### config.mk
export PLATFORM = sky130hd
export DESIGN_NAME = ormv_exec
export DESIGN_NICKNAME = d
export VERILOG_FILES = /design/src/rtl/ormv_pkg.sv /design/src/rtl/ormv_exec.sv /design/src/rtl/ormv_decode.sv
export SDC_FILE = /design/constraint.sdc
export NUM_CORES = 1
export LEC_CHECK = 0
export BUFFER_PORTS_ARGS = -buffer_cell sky130_fd_sc_hd__buf_2
export CORE_UTILIZATION = 44
export CTS_BUF_LIST = sky130_fd_sc_hd__clkbuf_2 sky130_fd_sc_hd__clkbuf_4 sky130_fd_sc_hd__clkbuf_8
export DETAILED_ROUTE_END_ITERATION = 10
export PLACE_DENSITY_LB_ADDON = 0.1
export SLEW_MARGIN = 20
export SYNTH_ARGS = -nofsm -noshare
export SYNTH_HDL_FRONTEND = slang
export SYNTH_SLANG_ARGS = --single-unit
### constraint.sdc
create_clock -name ref_clk -period 1.5 [get_ports ref_clk]
set_clock_uncertainty 0.1 [all_clocks]
set_input_delay 0.3 -clock ref_clk [delete_from_list [all_inputs] [get_ports ref_clk]]
set_output_delay 0.3 -clock ref_clk [all_outputs]
set_load 0.01 [all_outputs]
### src/rtl/ormv_pkg.sv
package ormv_pkg;

    // ------------------------------------------------------------
    // instruction word layout
    // ------------------------------------------------------------
    localparam int INSTR_W      = 14;
    localparam int DATA_W       = 8;
    localparam int ADDR_W       = 7;
    localparam int LIT_LSB      = 0;
    localparam int ADDR_LSB     = 0;
    localparam int DEST_BIT     = 7;
    localparam int OP_LSB       = 8;
    localparam int OP_W         = 6;

    // ------------------------------------------------------------
    // opcodes, upper six bits
    // ------------------------------------------------------------
    localparam logic [5:0] OP_OR_LITERAL   = 6'h38;
    localparam logic [5:0] OP_LOAD_MASK    = 6'h3C;
    localparam logic [5:0] OP_LOAD_LITERAL = 6'h30;
    localparam logic [5:0] OP_OR_REGISTER  = 6'h04;
    localparam logic [5:0] OP_MOVE_REG     = 6'h08;

    // ------------------------------------------------------------
    // reset values
    // ------------------------------------------------------------
    localparam logic [7:0] ACC_RESET  = 8'h00;
    localparam logic       ZERO_RESET = 1'b0;

    typedef enum logic [4:0] {
        ORMV_NONE   = 5'b00001,
        ORMV_ORLIT  = 5'b00010,
        ORMV_LDLIT  = 5'b00100,
        ORMV_ORREG  = 5'b01000,
        ORMV_MOVREG = 5'b10000
    } ormv_op_t;

endpackage

### src/rtl/ormv_exec.sv
`timescale 1ns/1ps
// Behaviour
// - or literal into acc, zero flag only
// - load literal into acc, flags untouched
// - or acc with register, zero flag
// - d=0 result to acc, d=1 register
// - move register to acc or itself
// - move updates zero flag both destinations
// - 7-bit address, one destination bit
module ormv_exec
    import ormv_pkg::*;
(
    input  wire logic                          ref_clk,
    input  wire logic                          reset,
    input  wire logic                          instr_valid,
    input  wire logic [ormv_pkg::INSTR_W-1:0]  instr,
    input  wire logic [ormv_pkg::DATA_W-1:0]   reg_rdata,
    output logic [ormv_pkg::ADDR_W-1:0]        reg_raddr,
    output logic [ormv_pkg::DATA_W-1:0]        acc,
    output logic                               zero_flag,
    output logic                               reg_we,
    output logic [ormv_pkg::ADDR_W-1:0]        reg_waddr,
    output logic [ormv_pkg::DATA_W-1:0]        reg_wdata
);
    import ormv_pkg::*;

    // ------------------------------------------------------------
    // state
    // ------------------------------------------------------------
    typedef struct packed {
        logic [DATA_W-1:0] acc;
        logic              zero_flag;
        logic              reg_we;
        logic [ADDR_W-1:0] reg_waddr;
        logic [DATA_W-1:0] reg_wdata;
    } ormv_state_t;

    ormv_state_t       state;
    ormv_state_t       next_state;
    ormv_op_t          op;
    logic [DATA_W-1:0] literal;
    logic [ADDR_W-1:0] addr;
    logic              dest_reg;

    ormv_decode u_decode (
        .instr    (instr),
        .op       (op),
        .literal  (literal),
        .reg_addr (addr),
        .dest_reg (dest_reg)
    );

    // read address is combinational so the register file answers same cycle
    assign reg_raddr = addr;

    // ------------------------------------------------------------
    // execute
    // ------------------------------------------------------------
    always_comb begin
        logic [DATA_W-1:0] result;
        result            = '0;
        next_state        = state;
        next_state.reg_we = 1'b0;  // write strobe lasts one cycle
        if (instr_valid) begin
            unique case (op)
                ORMV_ORLIT: begin
                    result               = state.acc | literal;
                    next_state.acc       = result;
                    next_state.zero_flag = (result == '0);
                end
                ORMV_LDLIT: begin
                    next_state.acc = literal;
                end
                ORMV_ORREG: begin
                    result               = state.acc | reg_rdata;
                    next_state.zero_flag = (result == '0);
                    if (dest_reg) begin
                        next_state.reg_we    = 1'b1;
                        next_state.reg_waddr = addr;
                        next_state.reg_wdata = result;
                    end else begin
                        next_state.acc = result;
                    end
                end
                ORMV_MOVREG: begin
                    result               = reg_rdata;
                    next_state.zero_flag = (result == '0);
                    if (dest_reg) begin
                        next_state.reg_we    = 1'b1;
                        next_state.reg_waddr = addr;
                        next_state.reg_wdata = result;
                    end else begin
                        next_state.acc = result;
                    end
                end
                ORMV_NONE: begin
                    result = '0;
                end
            endcase
        end
    end

    // single-cycle completion, no wait states
    always_ff @(posedge ref_clk or posedge reset) begin
        if (reset) begin
            state.acc       <= ACC_RESET;
            state.zero_flag <= ZERO_RESET;
            state.reg_we    <= 1'b0;
            state.reg_waddr <= '0;
            state.reg_wdata <= '0;
        end else begin
            state <= next_state;
        end
    end

    assign acc       = state.acc;
    assign zero_flag = state.zero_flag;
    assign reg_we    = state.reg_we;
    assign reg_waddr = state.reg_waddr;
    assign reg_wdata = state.reg_wdata;
endmodule

### src/rtl/ormv_decode.sv
`timescale 1ns/1ps
module ormv_decode
    import ormv_pkg::*;
(
    input  wire logic [ormv_pkg::INSTR_W-1:0] instr,
    output ormv_pkg::ormv_op_t                op,
    output logic [ormv_pkg::DATA_W-1:0]       literal,
    output logic [ormv_pkg::ADDR_W-1:0]       reg_addr,
    output logic                              dest_reg
);
    logic [OP_W-1:0] opcode;

    always_comb begin
        opcode   = instr[OP_LSB +: OP_W];
        literal  = instr[LIT_LSB +: DATA_W];
        reg_addr = instr[ADDR_LSB +: ADDR_W];
        dest_reg = instr[DEST_BIT];
        if (opcode == OP_OR_LITERAL) begin
            op = ORMV_ORLIT;
        // don't-care bits masked off
        end else if ((opcode & OP_LOAD_MASK) == OP_LOAD_LITERAL) begin
            op = ORMV_LDLIT;
        end else if (opcode == OP_OR_REGISTER) begin
            op = ORMV_ORREG;
        end else if (opcode == OP_MOVE_REG) begin
            op = ORMV_MOVREG;
        end else begin
            op = ORMV_NONE;
        end
    end
endmodule

== Yosys cells after proc, flatten, opt, wreduce, memory -nomap -nowiden ==
Cells that the tools add are included.

* Eq/ne operators: 12
* Bitwise gates (word level): 2
* Reductions and logical operators: 9
* Multiplexer cells: 12

{| class="wikitable"
|+ Operators by type and width
! operator !! count
|-
| 16-bit 2-to-1 mux || 3
|-
| 16-bit one-hot mux with 2 select lines || 1
|-
| 8-bit one-hot mux with 4 select lines || 1
|-
| 8-bit zero test || 3
|-
| 5-bit 2-to-1 mux || 4
|-
| 8-bit 2-to-1 mux || 2
|-
| 8-bit bitwise OR || 2
|-
| 2-bit inequality test (second input constant) || 4
|-
| 4-bit AND reduction || 2
|-
| 6-bit by 3-bit == test with 1-bit output (second input constant) || 1
|-
| 6-bit by 4-bit == test with 1-bit output (second input constant) || 1
|-
| 6-bit == test (second input constant) || 1
|-
| 5-bit by 2-bit == test with 1-bit output (second input constant) || 1
|-
| 5-bit by 3-bit == test with 1-bit output (second input constant) || 1
|-
| 5-bit by 4-bit == test with 1-bit output (second input constant) || 1
|-
| 5-bit == test (second input constant) || 1
|-
| 4-bit == test (second input constant) || 1
|-
| 4-bit nonzero test || 1
|-
| 1-bit one-hot mux with 3 select lines || 1
|-
| 3-bit nonzero test || 1
|-
| 2-bit AND reduction || 1
|-
| 2-bit nonzero test || 1
|}

* Register bits after elaboration: 25
* Bits of input ports: 25
* Logic and storage cells: 40
* Output and inout port bits: 32

== Logic depth before layout (Yosys ltp) ==
Gate-level depths: netlist of the first run.

* Depth in word-level cells: 8
* Depth in mapped cells: 5
* Gate-level depth less buffers: 4

== By module ==
Synthesis of the first run repeated with hierarchy kept, for this count alone.

* Cells, all modules: 144
* Area, all modules: 1,601.5 µm²

{| class="wikitable"
|+ By module, submodules not included
! module !! times used !! seq. area each (µm²) !! area an instance (µm²) !! cells each
|-
| ormv_exec || 1 || 625.6 || 1,403.8 || 118
|-
| ormv_decode || 1 || 0.0 || 197.7 || 26
|}

== Worst setup path after synthesis of the first run ==
Ideal clock, no wire load.

* Path kind: reg2reg
* Start point: reg acc[2] (netlist name)
* End point: reg zero_flag (netlist name)
* Arrival: 1.464 ns
* Required time: 1.312 ns
* Cell stages (with the launch flop): 5
* Buffers on the path: 0
* Setup slack: -0.152 ns
* Period minus slack after synthesis: 1.652 ns
* Library setup time: 0.088 ns
* Cell sequence: dfrtp_1 -> or4_1 -> nor4_2 -> o211ai_1 -> a41oi_1

* Word-level cells in the longest chain between the ends: 3
* Elaborated cells between the ends (all ways): 5
* Those cells by class: mux: 1; bitwise: 2; reduce/logical: 2

{| class="wikitable"
|+ RTL lines
! what !! RTL line !! text
|-
| 8-bit bitwise OR (on tied branches) || ormv_exec.sv:75, ormv_exec.sv:67 ||
|-
| 8-bit zero test (on tied branches) || ormv_exec.sv:76, ormv_exec.sv:69 ||
|-
| 1-bit one-hot mux with 3 select lines (*) || ormv_exec.sv:65 || <nowiki>unique case (op)</nowiki>
|}

Every way passes the cells marked *; elsewhere a longest branch is shown, timed or not.
A chain may end at the register's enable or synchronous reset.

== Worst setup path after layout of the first run ==
* Start point: reg acc[2] (netlist name)
* End point: reg zero_flag (netlist name)

* Word-level cells in the longest chain between the ends: 3
* Elaborated cells between the ends (all ways): 5
* Those cells by class: mux: 1; bitwise: 2; reduce/logical: 2

{| class="wikitable"
|+ RTL lines
! what !! RTL line
|-
| 8-bit bitwise OR (on tied branches) || ormv_exec.sv:75, ormv_exec.sv:67
|-
| 8-bit zero test (on tied branches) || ormv_exec.sv:76, ormv_exec.sv:69
|-
| 1-bit one-hot mux with 3 select lines (*) || ormv_exec.sv:65
|}

Marks and branches as above.

==> results.sh, run 1 <==
export IMPL_wirelength_um=3558
export IMPL_setup_ws_ns=-0.2040
export IMPL_grt_overflow=0
export IMPL_worstMarginPinSlew_ns=0.3201
export IMPL_p_leak_nw=1.001
export IMPL_synth_most_common_cell="dfrtp_1"
export IMPL_cp_max_fo=2
export IMPL_grt_pass1_vias=1243
export IMPL_dr_pass1_iters=7
export IMPL_clk_latency_ns=0.32
export IMPL_avgSynthCellArea_um2=11.56
export IMPL_antenna_cells=0
export IMPL_synth_common_cells="dfrtp_1, mux2_2, buf_4"
export IMPL_ys_warn_count=0
export IMPL_syn_inst=119
export IMPL_post_route_period_util_pct=113.6
export IMPL_hold_path_class="input port to register"
export IMPL_violations="design-rule violations, negative setup slack"
export IMPL_yosysTopAreaCell="dfrtp_1"
export IMPL_cp_end_kind="register"
export IMPL_ys_flop_type="dfrtp_1"
export IMPL_port_buffer_count=56
export IMPL_hold_path_end="reg_waddr[0]$_DFFE_PP0P_"
export IMPL_reg2reg_slack_ns=-0.20
export IMPL_yosys_register_bits=25
export IMPL_max_cap_viol_count=0
export IMPL_synth_distinct_cells=42
export IMPL_worstReg2RegEnd="zero_flag$_DFFE_PP0P_"
export IMPL_worstHoldStart="instr[0]"
export IMPL_setup_viol=1
export IMPL_numClockSinks=25
export IMPL_period_needed_ns=1.704
export IMPL_syn_nets=144
export IMPL_die_area_um2=3353
export IMPL_timing_hold_violations_final=0
export IMPL_synth_area_leaders="dfrtp_1, mux2_2, buf_4, mux2i_1, a31o_2"
export IMPL_ys_seq_area_share_pct=45.50
export IMPL_die_width_um=57.91
export IMPL_yosysTopAreaCellShare_pct=45.50
export IMPL_cts_max_level=1
export IMPL_drcViolationCount=2
export IMPL_crit_required_ns=1.64
export IMPL_std_cell_rows=19
export IMPL_p_per_area_nw_per_um2=909.3
export IMPL_slew_violations=0
export IMPL_initial_core_util_pct=48.20
export IMPL_total_power_mw=1.726
export IMPL_synthArstFlopShare_pct=100.0
export IMPL_cts_buffer_depth=2
export IMPL_synth_edf_count=0
export IMPL_ir_drop_uv=683.6
export IMPL_num_vias=1255
export IMPL_cts_tree="built"
export IMPL_slew_headroom_pct=78.46
export IMPL_cp_data_arrival_time_ns=1.84
export IMPL_r2r_start="acc[2]$_DFFE_PP0P_"
export IMPL_routedWlPerCell_um=15.81
export IMPL_grt_max_degree=26
export IMPL_io_pins=57
export IMPL_grt_antenna_before_repair=0
export IMPL_cts_buffers=3
export IMPL_clk_pin_slew_worst_paths_ns=0.14
export IMPL_place_ws_ns=-0.3125
export IMPL_placed_area_um2=1832
export IMPL_antenna_left=0
export IMPL_critPathLaunchType="register"
export IMPL_cts_root_buffer="clkbuf_4"
export IMPL_syn_to_final_growth_pct=38.03
export IMPL_core_um2=2853
export IMPL_avgViaCountPerCell=5.578
export IMPL_outcome="complete, but fails checks"
export IMPL_grt_pass1_wl_um=5623
export IMPL_grt_total_usage_pct=22.16
export IMPL_hpwl_um=2783
export IMPL_drt_iter0_drc=35
export IMPL_die_h_um=57.91
export IMPL_fill_cells=247
export IMPL_max_clock_freq_mhz=586.9
export IMPL_holdWs_ns=0.1576
export IMPL_min_path_cells=2
export IMPL_fin_area_um2=1898
export IMPL_synth_area_um2=1375
export IMPL_utilization_pct=66.54
export IMPL_drive_above_1_share_pct=59.28
export IMPL_rsz0062_at_grt="yes"
export IMPL_gp_congestion=0.8142
export IMPL_nNetsFinal=220
export IMPL_path_class="register to register"
export IMPL_reg2reg_depth=4
-- per-layer routing --
layer | routed length (µm) | global-route usage (%)
met1 | 1628 | 29.68
met2 | 1732 | 37.11
met3 | 139 | 3.125
met4 | 57 | 7.483
met5 | 0 | 0
-- sequential cells by signal, summed over array words and instances, names as in the netlist --
name,flops
acc,8
reg_wdata,8
reg_waddr,7
zero_flag,1
reg_we,1
-- power breakdown --
group	switching [mW]	internal, mW	total [mW]
Clock	0.202	0.122	0.324
Combinational	0.276	0.298	0.574
Sequential	0.0497	0.779	0.828
Total	0.527	1.20	1.73
-- worst max-delay path by stage --
stage                        from               endpoint  depth (start not counted)
4_1_cts        acc[3]$_DFFE_PP0P_  zero_flag$_DFFE_PP0P_                          4
5_1_grt        acc[2]$_DFFE_PP0P_  zero_flag$_DFFE_PP0P_                          4
6_report       acc[2]$_DFFE_PP0P_  zero_flag$_DFFE_PP0P_                          4
3_3_place_gp            instr[12]     acc[7]$_DFFE_PP0P_                          5
2_1_floorplan  acc[3]$_DFFE_PP0P_  zero_flag$_DFFE_PP0P_                          4
3_5_place_dp            instr[12]     acc[7]$_DFFE_PP0P_                          5
-- worst max-delay path: stages (launching register included) --
cell and delay (ns):
dfrtp_1 0.41, or4_4 0.56, nor4_4 0.22, o211ai_1 0.11, a41oi_1 0.22
-- per-stage QoR --
step                setup TNS [ns]  cells
floorplan                  -0.3364    119
global placement            -3.252    219
detailed placement          -3.831    219
CTS                        -0.2111    224
global route               -0.3405    225
finish                     -0.2040    225
-- cells in the final DEF, fill, tap and decap left out, drive strengths merged, types with 2 or more instances in the layout --
cell type and n:
o21ai 6, buf 81, a22oi 2, or2 2
mux2i 5, mux2 12, a21oi 3, a31oi 3
dfrtp 25, nand2 6, nand4 2, nor3 2
inv 5, o2bb2ai 5, a31o 5, clkbuf 4
or4 3, nor4 6
-- area by class of cell --
| type | instances | area (µm²) | share of cell area, % |
|---|---|---|---|
| clock buffers | 4 | 30.03 | 1.582 |
| inverters | 5 | 18.77 | 0.9888 |
| repair buffers | 82 | 513.0 | 27.03 |
| flip-flops and latches | 25 | 625.6 | 32.96 |
| multi-input cells | 78 | 671.9 | 35.40 |
| well taps | 31 | 38.79 | 2.044 |
-- cells by family after synthesis --
| group | share of synthesized area (%) |
|---|---|
| AOI/OAI and AO/OA | 16.29 |
| and+or+nand+nor | 15.47 |
| DFF | 45.50 |
| muxes | 13.47 |
| buffers and inverters | 7.461 |
| xor gates and xnor gates | 1.820 |
-- timing repair --
action                                 in CTS  in global routing
setup endpoints to repair                   1                  5
hold buffers                                1                  0
endpoints found under the hold margin      25                  0
resized for setup                           0                  4
pin swaps                                   0                  3
setup buffers                               0                  1
No activity file was read; power rests on OpenSTA's default activity.
==> run 2, diff against run 1 <==
--- a/config.mk
+++ b/config.mk
@@ -6,6 +6,8 @@
 export NUM_CORES = 1
 export LEC_CHECK = 0
 export BUFFER_PORTS_ARGS = -buffer_cell sky130_fd_sc_hd__buf_2
+export CAP_MARGIN = 20
+export CORE_ASPECT_RATIO = 1.5
 export CORE_UTILIZATION = 44
 export CTS_BUF_LIST = sky130_fd_sc_hd__clkbuf_2 sky130_fd_sc_hd__clkbuf_4 sky130_fd_sc_hd__clkbuf_8
 export DETAILED_ROUTE_END_ITERATION = 10
==> constraint.sdc (replaced) <==
create_clock -name ref_clk -period 1.5 [get_ports ref_clk]
set_clock_uncertainty 0.1 [all_clocks]
set_input_delay 0.3 -clock ref_clk [delete_from_list [all_inputs] [get_ports ref_clk]]
set_output_delay 0.3 -clock ref_clk [all_outputs]
set_load 0.02 [all_outputs]
==> run 2 against run 1 <==
Against the previous run:
- the flow finishes with violations (negative setup slack)
- cell area is 8.9% higher
- clock power up 28%
- utilization up 3.7 points
- setup slack improved by 0.017 ns
- die area is 0.13% higher
- critical path depth is the same
- maximum frequency is 0.99% higher
- combinational power is 25% higher
- final cell count up 4.9%
- hold slack better by 0.050 ns
- via count rose by 4.4%
- register-to-register slack gained 0.02 ns
- critical path type unchanged
- highest routed layer unchanged
==> results.sh, run 2 (synthesis gave the netlist of run 1 again) <==
export IMPL_reg2reg_slack_ns=-0.19
export IMPL_max_cap_viol_count=0
export IMPL_grt_total_usage_pct=25.71
export IMPL_numClockSinks=25
export IMPL_mostFrequentLayoutCells="buf_2, buf_4, dfrtp_1"
export IMPL_hold_path_class="input port to register"
export IMPL_cts_root_buffer="clkbuf_8"
export IMPL_syn_to_final_growth_pct=50.32
export IMPL_slew_headroom_pct=73.84
export IMPL_drcViolationCount=0
export IMPL_hpwl_um=3030
export IMPL_cp_end_kind="register"
export IMPL_antenna_left=0
export IMPL_drt_iter0_drc=26
export IMPL_period_needed_ns=1.687
export IMPL_ir_drop_uv=678.0
export IMPL_drive_above_1_share_pct=68.02
export IMPL_die_width_um=47.65
export IMPL_wirelength_um=4145
export IMPL_cp_max_fo=2
export IMPL_p_switching_uw=658.1
export IMPL_die_h_um=70.47
export IMPL_avgViaCountPerCell=5.551
export IMPL_violations="negative setup slack"
export IMPL_switching_share_pct=33.46
export IMPL_grt_pass1_vias=1299
export IMPL_port_buffer_count=56
export IMPL_core_um2=2943
export IMPL_max_clock_freq_mhz=592.7
export IMPL_grt_max_degree=26
export IMPL_hold_path_end="reg_waddr[1]$_DFFE_PP0P_"
export IMPL_initial_core_util_pct=46.73
export IMPL_setup_viol=4
export IMPL_r2r_start="acc[5]$_DFFE_PP0P_"
export IMPL_io_pins=57
export IMPL_worstHoldStart="instr[1]"
export IMPL_num_vias=1310
export IMPL_rsz0062_at_grt="yes"
export IMPL_grt_pass1_wl_um=6147
export IMPL_min_path_cells=2
export IMPL_post_route_period_util_pct=112.5
export IMPL_routedWlPerCell_um=17.56
export IMPL_p_int_mw=1.309
export IMPL_cts_buffer_depth=2
export IMPL_p_per_area_nw_per_um2=951.6
export IMPL_slew_violations=0
export IMPL_clk_pin_slew_worst_paths_ns=0.08
export IMPL_mostFrequentLayoutCell="buf_2"
export IMPL_cts_setup_buffers=0
export IMPL_timing_hold_violations_final=0
export IMPL_critPathLaunchType="register"
export IMPL_dr_pass1_iters=4
export IMPL_reg_largest_list="acc: 8 flops, reg_wdata: 8 flops, reg_waddr: 7 flops"
export IMPL_cp_data_arrival_time_ns=1.77
export IMPL_reg2reg_depth=4
export IMPL_pwr_share_clk_pct=21.1
export IMPL_utilization_pct=70.24
export IMPL_nNetsFinal=223
export IMPL_clk_latency_ns=0.27
export IMPL_p_comb_share_pct=36.5
export IMPL_setup_ws_ns=-0.1872
export IMPL_cts_max_level=1
export IMPL_p_seq_share_pct=42.4
export IMPL_grt_antenna_before_repair=0
export IMPL_std_cell_rows=24
export IMPL_worstReg2RegEnd="zero_flag$_DFFE_PP0P_"
export IMPL_worstMarginPinSlew_ns=0.3915
export IMPL_p_leak_nw=1.036
export IMPL_die_area_um2=3357
export IMPL_setup_tns_ns=-0.2066
export IMPL_path_class="register to register"
export IMPL_cts_buffers=3
export IMPL_crit_required_ns=1.59
export IMPL_outcome="complete, but fails checks"
export IMPL_gp_congestion=0.9377
export IMPL_antenna_cells=0
export IMPL_cts_tree="built"
export IMPL_grt_overflow=0
-- run 2: changes by cell type in the layout (fill, tap and decap cells not counted), moves of 3 or more --
cell and delta:
o2bb2ai_1 -4, o2bb2ai_2 +4, buf_6 +3, clkbuf_4 -3
clkbuf_8 +3
-- run 2: worst max path at each step --
stage,cells after the start,slack [ns],from,end
2_1_floorplan,4,-0.17,acc[2]$_DFFE_PP0P_,zero_flag$_DFFE_PP0P_
3_3_place_gp,5,-0.30,instr[12],acc[7]$_DFFE_PP0P_
3_5_place_dp,5,-0.35,instr[12],acc[7]$_DFFE_PP0P_
4_1_cts,4,-0.21,acc[2]$_DFFE_PP0P_,zero_flag$_DFFE_PP0P_
5_1_grt,4,-0.30,acc[5]$_DFFE_PP0P_,zero_flag$_DFFE_PP0P_
6_report,4,-0.19,acc[5]$_DFFE_PP0P_,zero_flag$_DFFE_PP0P_
-- run 2: routing by layer --
metal	global-route usage, %	part of all wire (%)
met4	9.568	2.9
met2	43.84	52
met3	2.584	4.1
met1	31.70	41
met5	0	0
-- run 2: power by group through the flow --
stage               combinational, mW  sequential [mW]  clock, mW
floorplan                       0.201            0.993          0
global placement                0.634            0.839          0
detailed placement              0.646            0.843          0
CTS                             0.664            0.830      0.425
global route                    0.761            0.846      0.440
finish                          0.719            0.833      0.415
-- run 2: worst max-delay path: stages, from the launching register on --
cell and delay (ns):
dfrtp_1 0.39, or4_4 0.57, nor4_4 0.22, o211ai_1 0.10, a41oi_1 0.22
-- run 2: repair_timing --
action                                  in CTS  in global routing
resized for setup                           13                 17
hold buffers                                 1                  0
hold endpoints to repair                    25                  0
pin swaps                                    3                 10
endpoints found under the setup margin       7                  9
-- run 2: metrics by stage --
stage | hold WS (ns) | power [mW] | instances | setup WS [ns] | instance area, µm²
3_3_place_gp | 0.2594 | 1.474 | 231 | -0.2982 | 1862
3_5_place_dp | 0.2732 | 1.489 | 231 | -0.3538 | 1862
6_report | 0.2073 | 1.967 | 236 | -0.1872 | 2067
4_1_cts | 0.2056 | 1.919 | 236 | -0.2134 | 1982
5_1_grt | 0.2085 | 2.047 | 236 | -0.2958 | 2067
2_1_floorplan | 0.2272 | 1.193 | 119 | -0.1702 | 1394
-- run 2: layout make-up --
| type | count | area, µm² |
|---|---|---|
| Timing Repair Buffer | 85 | 546.8 |
| Tap cell | 39 | 48.80 |
| Multi-Input combinational cell | 78 | 775.7 |
| Sequential cell | 25 | 628.1 |
| Clock buffer | 4 | 48.80 |
| Fill cell | 244 | 875.8 |
| Inverter | 5 | 18.77 |
==> run 3, diff against run 2 <==
--- a/config.mk
+++ b/config.mk
@@ -8,10 +8,12 @@
 export BUFFER_PORTS_ARGS = -buffer_cell sky130_fd_sc_hd__buf_2
 export CAP_MARGIN = 20
 export CORE_ASPECT_RATIO = 1.5
+export CORE_MARGIN = 1.5
 export CORE_UTILIZATION = 44
-export CTS_BUF_LIST = sky130_fd_sc_hd__clkbuf_2 sky130_fd_sc_hd__clkbuf_4 sky130_fd_sc_hd__clkbuf_8
+export CTS_BUF_LIST = sky130_fd_sc_hd__clkbuf_2
 export DETAILED_ROUTE_END_ITERATION = 10
 export PLACE_DENSITY_LB_ADDON = 0.1
+export RECOVER_POWER = 50
 export SLEW_MARGIN = 20
 export SYNTH_ARGS = -nofsm -noshare
 export SYNTH_HDL_FRONTEND = slang
==> run 3 against run 2 <==
Against the previous run:
- the run still ends with negative setup slack left
- global-route usage shrank 2.2 points
- utilization shrank 4.1 points
- critical path depth is the same
- die area grew 3.5%
- total power shrank 7.9%
- hold slack lost 0.067 ns
- clock-buffer cell count shrank 1
==> results.sh, run 3 (synthesis gave the netlist of run 1 again) <==
export IMPL_cp_end_kind="register"
export IMPL_critical_path_cell_chain="or4_4, nor4_2, o211ai_1, a41oi_2"
export IMPL_routedWlPerCell_um=16.86
export IMPL_total_power_mw=1.811
export IMPL_critPathLaunchType="register"
export IMPL_die_width_um=48.65
export IMPL_worstMarginPinSlew_ns=0.6298
export IMPL_ir_drop_uv=697.2
export IMPL_crit_required_ns=1.66
export IMPL_grt_total_usage_pct=23.50
export IMPL_use_met3_pct=2.917
export IMPL_timing_hold_violations_final=0
export IMPL_crit_buf_inv=0
export IMPL_p_leak_nw=0.9892
export IMPL_path_class="register to register"
export IMPL_cts_tree="built"
export IMPL_setup_ws_ns=-0.2190
export IMPL_r2r_start="acc[2]$_DFFE_PP0P_"
export IMPL_fill_cells=256
export IMPL_die_h_um=71.47
export IMPL_avgViaCountPerCell=5.384
export IMPL_die_area_um2=3476
export IMPL_dr_pass1_iters=4
export IMPL_max_cap_viol_count=0
export IMPL_wirelength_um=3996
export IMPL_gp_congestion=0.9395
export IMPL_globalRouteMet1Util_pct=28.92
export IMPL_crit_slowest_cell="or4_4"
export IMPL_nNetsFinal=224
export IMPL_slew_violations=0
export IMPL_clk_pin_slew_worst_paths_ns=0.23
export IMPL_outcome="complete, but fails checks"
export IMPL_grt_util_met2_pct=41.86
export IMPL_grt_antenna_before_repair=0
export IMPL_holdWs_ns=0.1401
export IMPL_max_clock_freq_mhz=581.7
export IMPL_slew_headroom_pct=58.02
export IMPL_io_pins=57
export IMPL_p_int_mw=1.184
export IMPL_switching_share_pct=34.65
export IMPL_syn_to_final_growth_pct=41.49
export IMPL_reg2reg_slack_ns=-0.22
export IMPL_drt_iter0_drc=46
export IMPL_p_comb_share_pct=40.2
export IMPL_worstHoldStart="instr[1]"
export IMPL_mostFrequentLayoutCells="buf_2, dfrtp_1, buf_4"
export IMPL_reg_largest_list="acc: 8 flops, reg_wdata: 8 flops, reg_waddr: 7 flops"
export IMPL_num_vias=1276
export IMPL_port_buffer_count=56
export IMPL_initial_core_util_pct=46.73
export IMPL_antenna_cells=0
export IMPL_min_path_cells=2
export IMPL_worstReg2RegEnd="zero_flag$_DFFE_PP0P_"
export IMPL_antenna_left=0
export IMPL_p_per_area_nw_per_um2=930.9
export IMPL_cts_buffer_depth=2
export IMPL_numClockSinks=25
export IMPL_grt_busiest_layer="met2"
export IMPL_std_cell_rows=24
export IMPL_cts_max_level=1
export IMPL_rsz0062_at_grt="yes"
export IMPL_cts_root_buffer="clkbuf_2"
export IMPL_drive_above_1_share_pct=57.07
export IMPL_hpwl_um=3106
export IMPL_setup_tns_ns=-1.195
export IMPL_cp_top_family="simple AND/OR/NAND/NOR gates"
export IMPL_hold_path_end="reg_waddr[1]$_DFFE_PP0P_"
export IMPL_p_switching_uw=627.7
export IMPL_grt_pass1_wl_um=6341
export IMPL_crit_path_max_incr_delay_ns=0.55
export IMPL_violations="negative setup slack"
export IMPL_hold_path_class="input port to register"
export IMPL_grt_pass1_vias=1302
export IMPL_drcViolationCount=0
export IMPL_grt_overflow=0
export IMPL_cts_buffers=3
export IMPL_grt_max_degree=26
export IMPL_cp_max_fo=2
export IMPL_mostFrequentLayoutCell="buf_2"
export IMPL_cp_data_arrival_time_ns=1.88
export IMPL_post_route_period_util_pct=114.6
export IMPL_clk_latency_ns=0.33
export IMPL_reg2reg_depth=4
export IMPL_core_um2=2943
export IMPL_setup_viol=23
export IMPL_pwr_share_clk_pct=13.8
export IMPL_p_seq_share_pct=46.0
export IMPL_period_needed_ns=1.719
[run 3: layer usage]
metal / up-vias / wire length (µm)
li1: 604 / -
met1: 612 / 1632
met2: 56 / 2105
met5: - / 0
met4: 0 / 65
met3: 4 / 193
[run 3: power by group through the flow]
stage | registers (mW) | clock network (mW) | logic, mW
finish | 0.833 | 0.251 | 0.727
global route | 0.849 | 0.298 | 0.773
CTS | 0.831 | 0.271 | 0.659
detailed placement | 0.844 | 0 | 0.642
global placement | 0.839 | 0 | 0.640
floorplan | 0.993 | 0 | 0.201
[run 3: final cells by class]
cell class / count / area, µm² / share of cell area (%)
Multi-Input combinational cell: 78 / 655.6 / 33.70
Sequential cell: 25 / 628.1 / 32.28
Timing Repair Buffer: 86 / 574.3 / 29.52
Tap cell: 39 / 48.80 / 2.508
Inverter: 5 / 18.77 / 0.9646
Clock buffer: 3 / 15.01 / 0.7717
Clock inverter: 1 / 5.005 / 0.2572
[run 3: timing repair]
action	CTS	global route
setup buffers	0	2
pin swaps	0	2
hold buffers	1	0
endpoints found under the setup margin	3	10
gates resized for setup	4	20
endpoints found under the hold margin	25	0
[run 3: through the flow]
step | instance area (µm²) | instances | utilization (%) | setup WS (ns)
floorplan | 1394 | 119 | - | -0.1702
detailed placement | 1854 | 230 | 63.01 | -0.3243
global route | 1946 | 237 | 66.11 | -0.2612
global placement | 1854 | 230 | 63.01 | -0.2848
CTS | 1897 | 235 | 64.46 | -0.2543
finish | 1946 | 237 | 66.11 | -0.2190
[run 3: how the worst max path moves through the flow]
stage                             to  slack, ns  cells after the start               start
5_1_grt        zero_flag$_DFFE_PP0P_      -0.26                      4  acc[2]$_DFFE_PP0P_
6_report       zero_flag$_DFFE_PP0P_      -0.22                      4  acc[2]$_DFFE_PP0P_
3_5_place_dp      acc[3]$_DFFE_PP0P_      -0.32                      7           instr[12]
3_3_place_gp      acc[7]$_DFFE_PP0P_      -0.28                      5           instr[13]
2_1_floorplan  zero_flag$_DFFE_PP0P_      -0.17                      4  acc[2]$_DFFE_PP0P_
4_1_cts        zero_flag$_DFFE_PP0P_      -0.25                      4  acc[2]$_DFFE_PP0P_
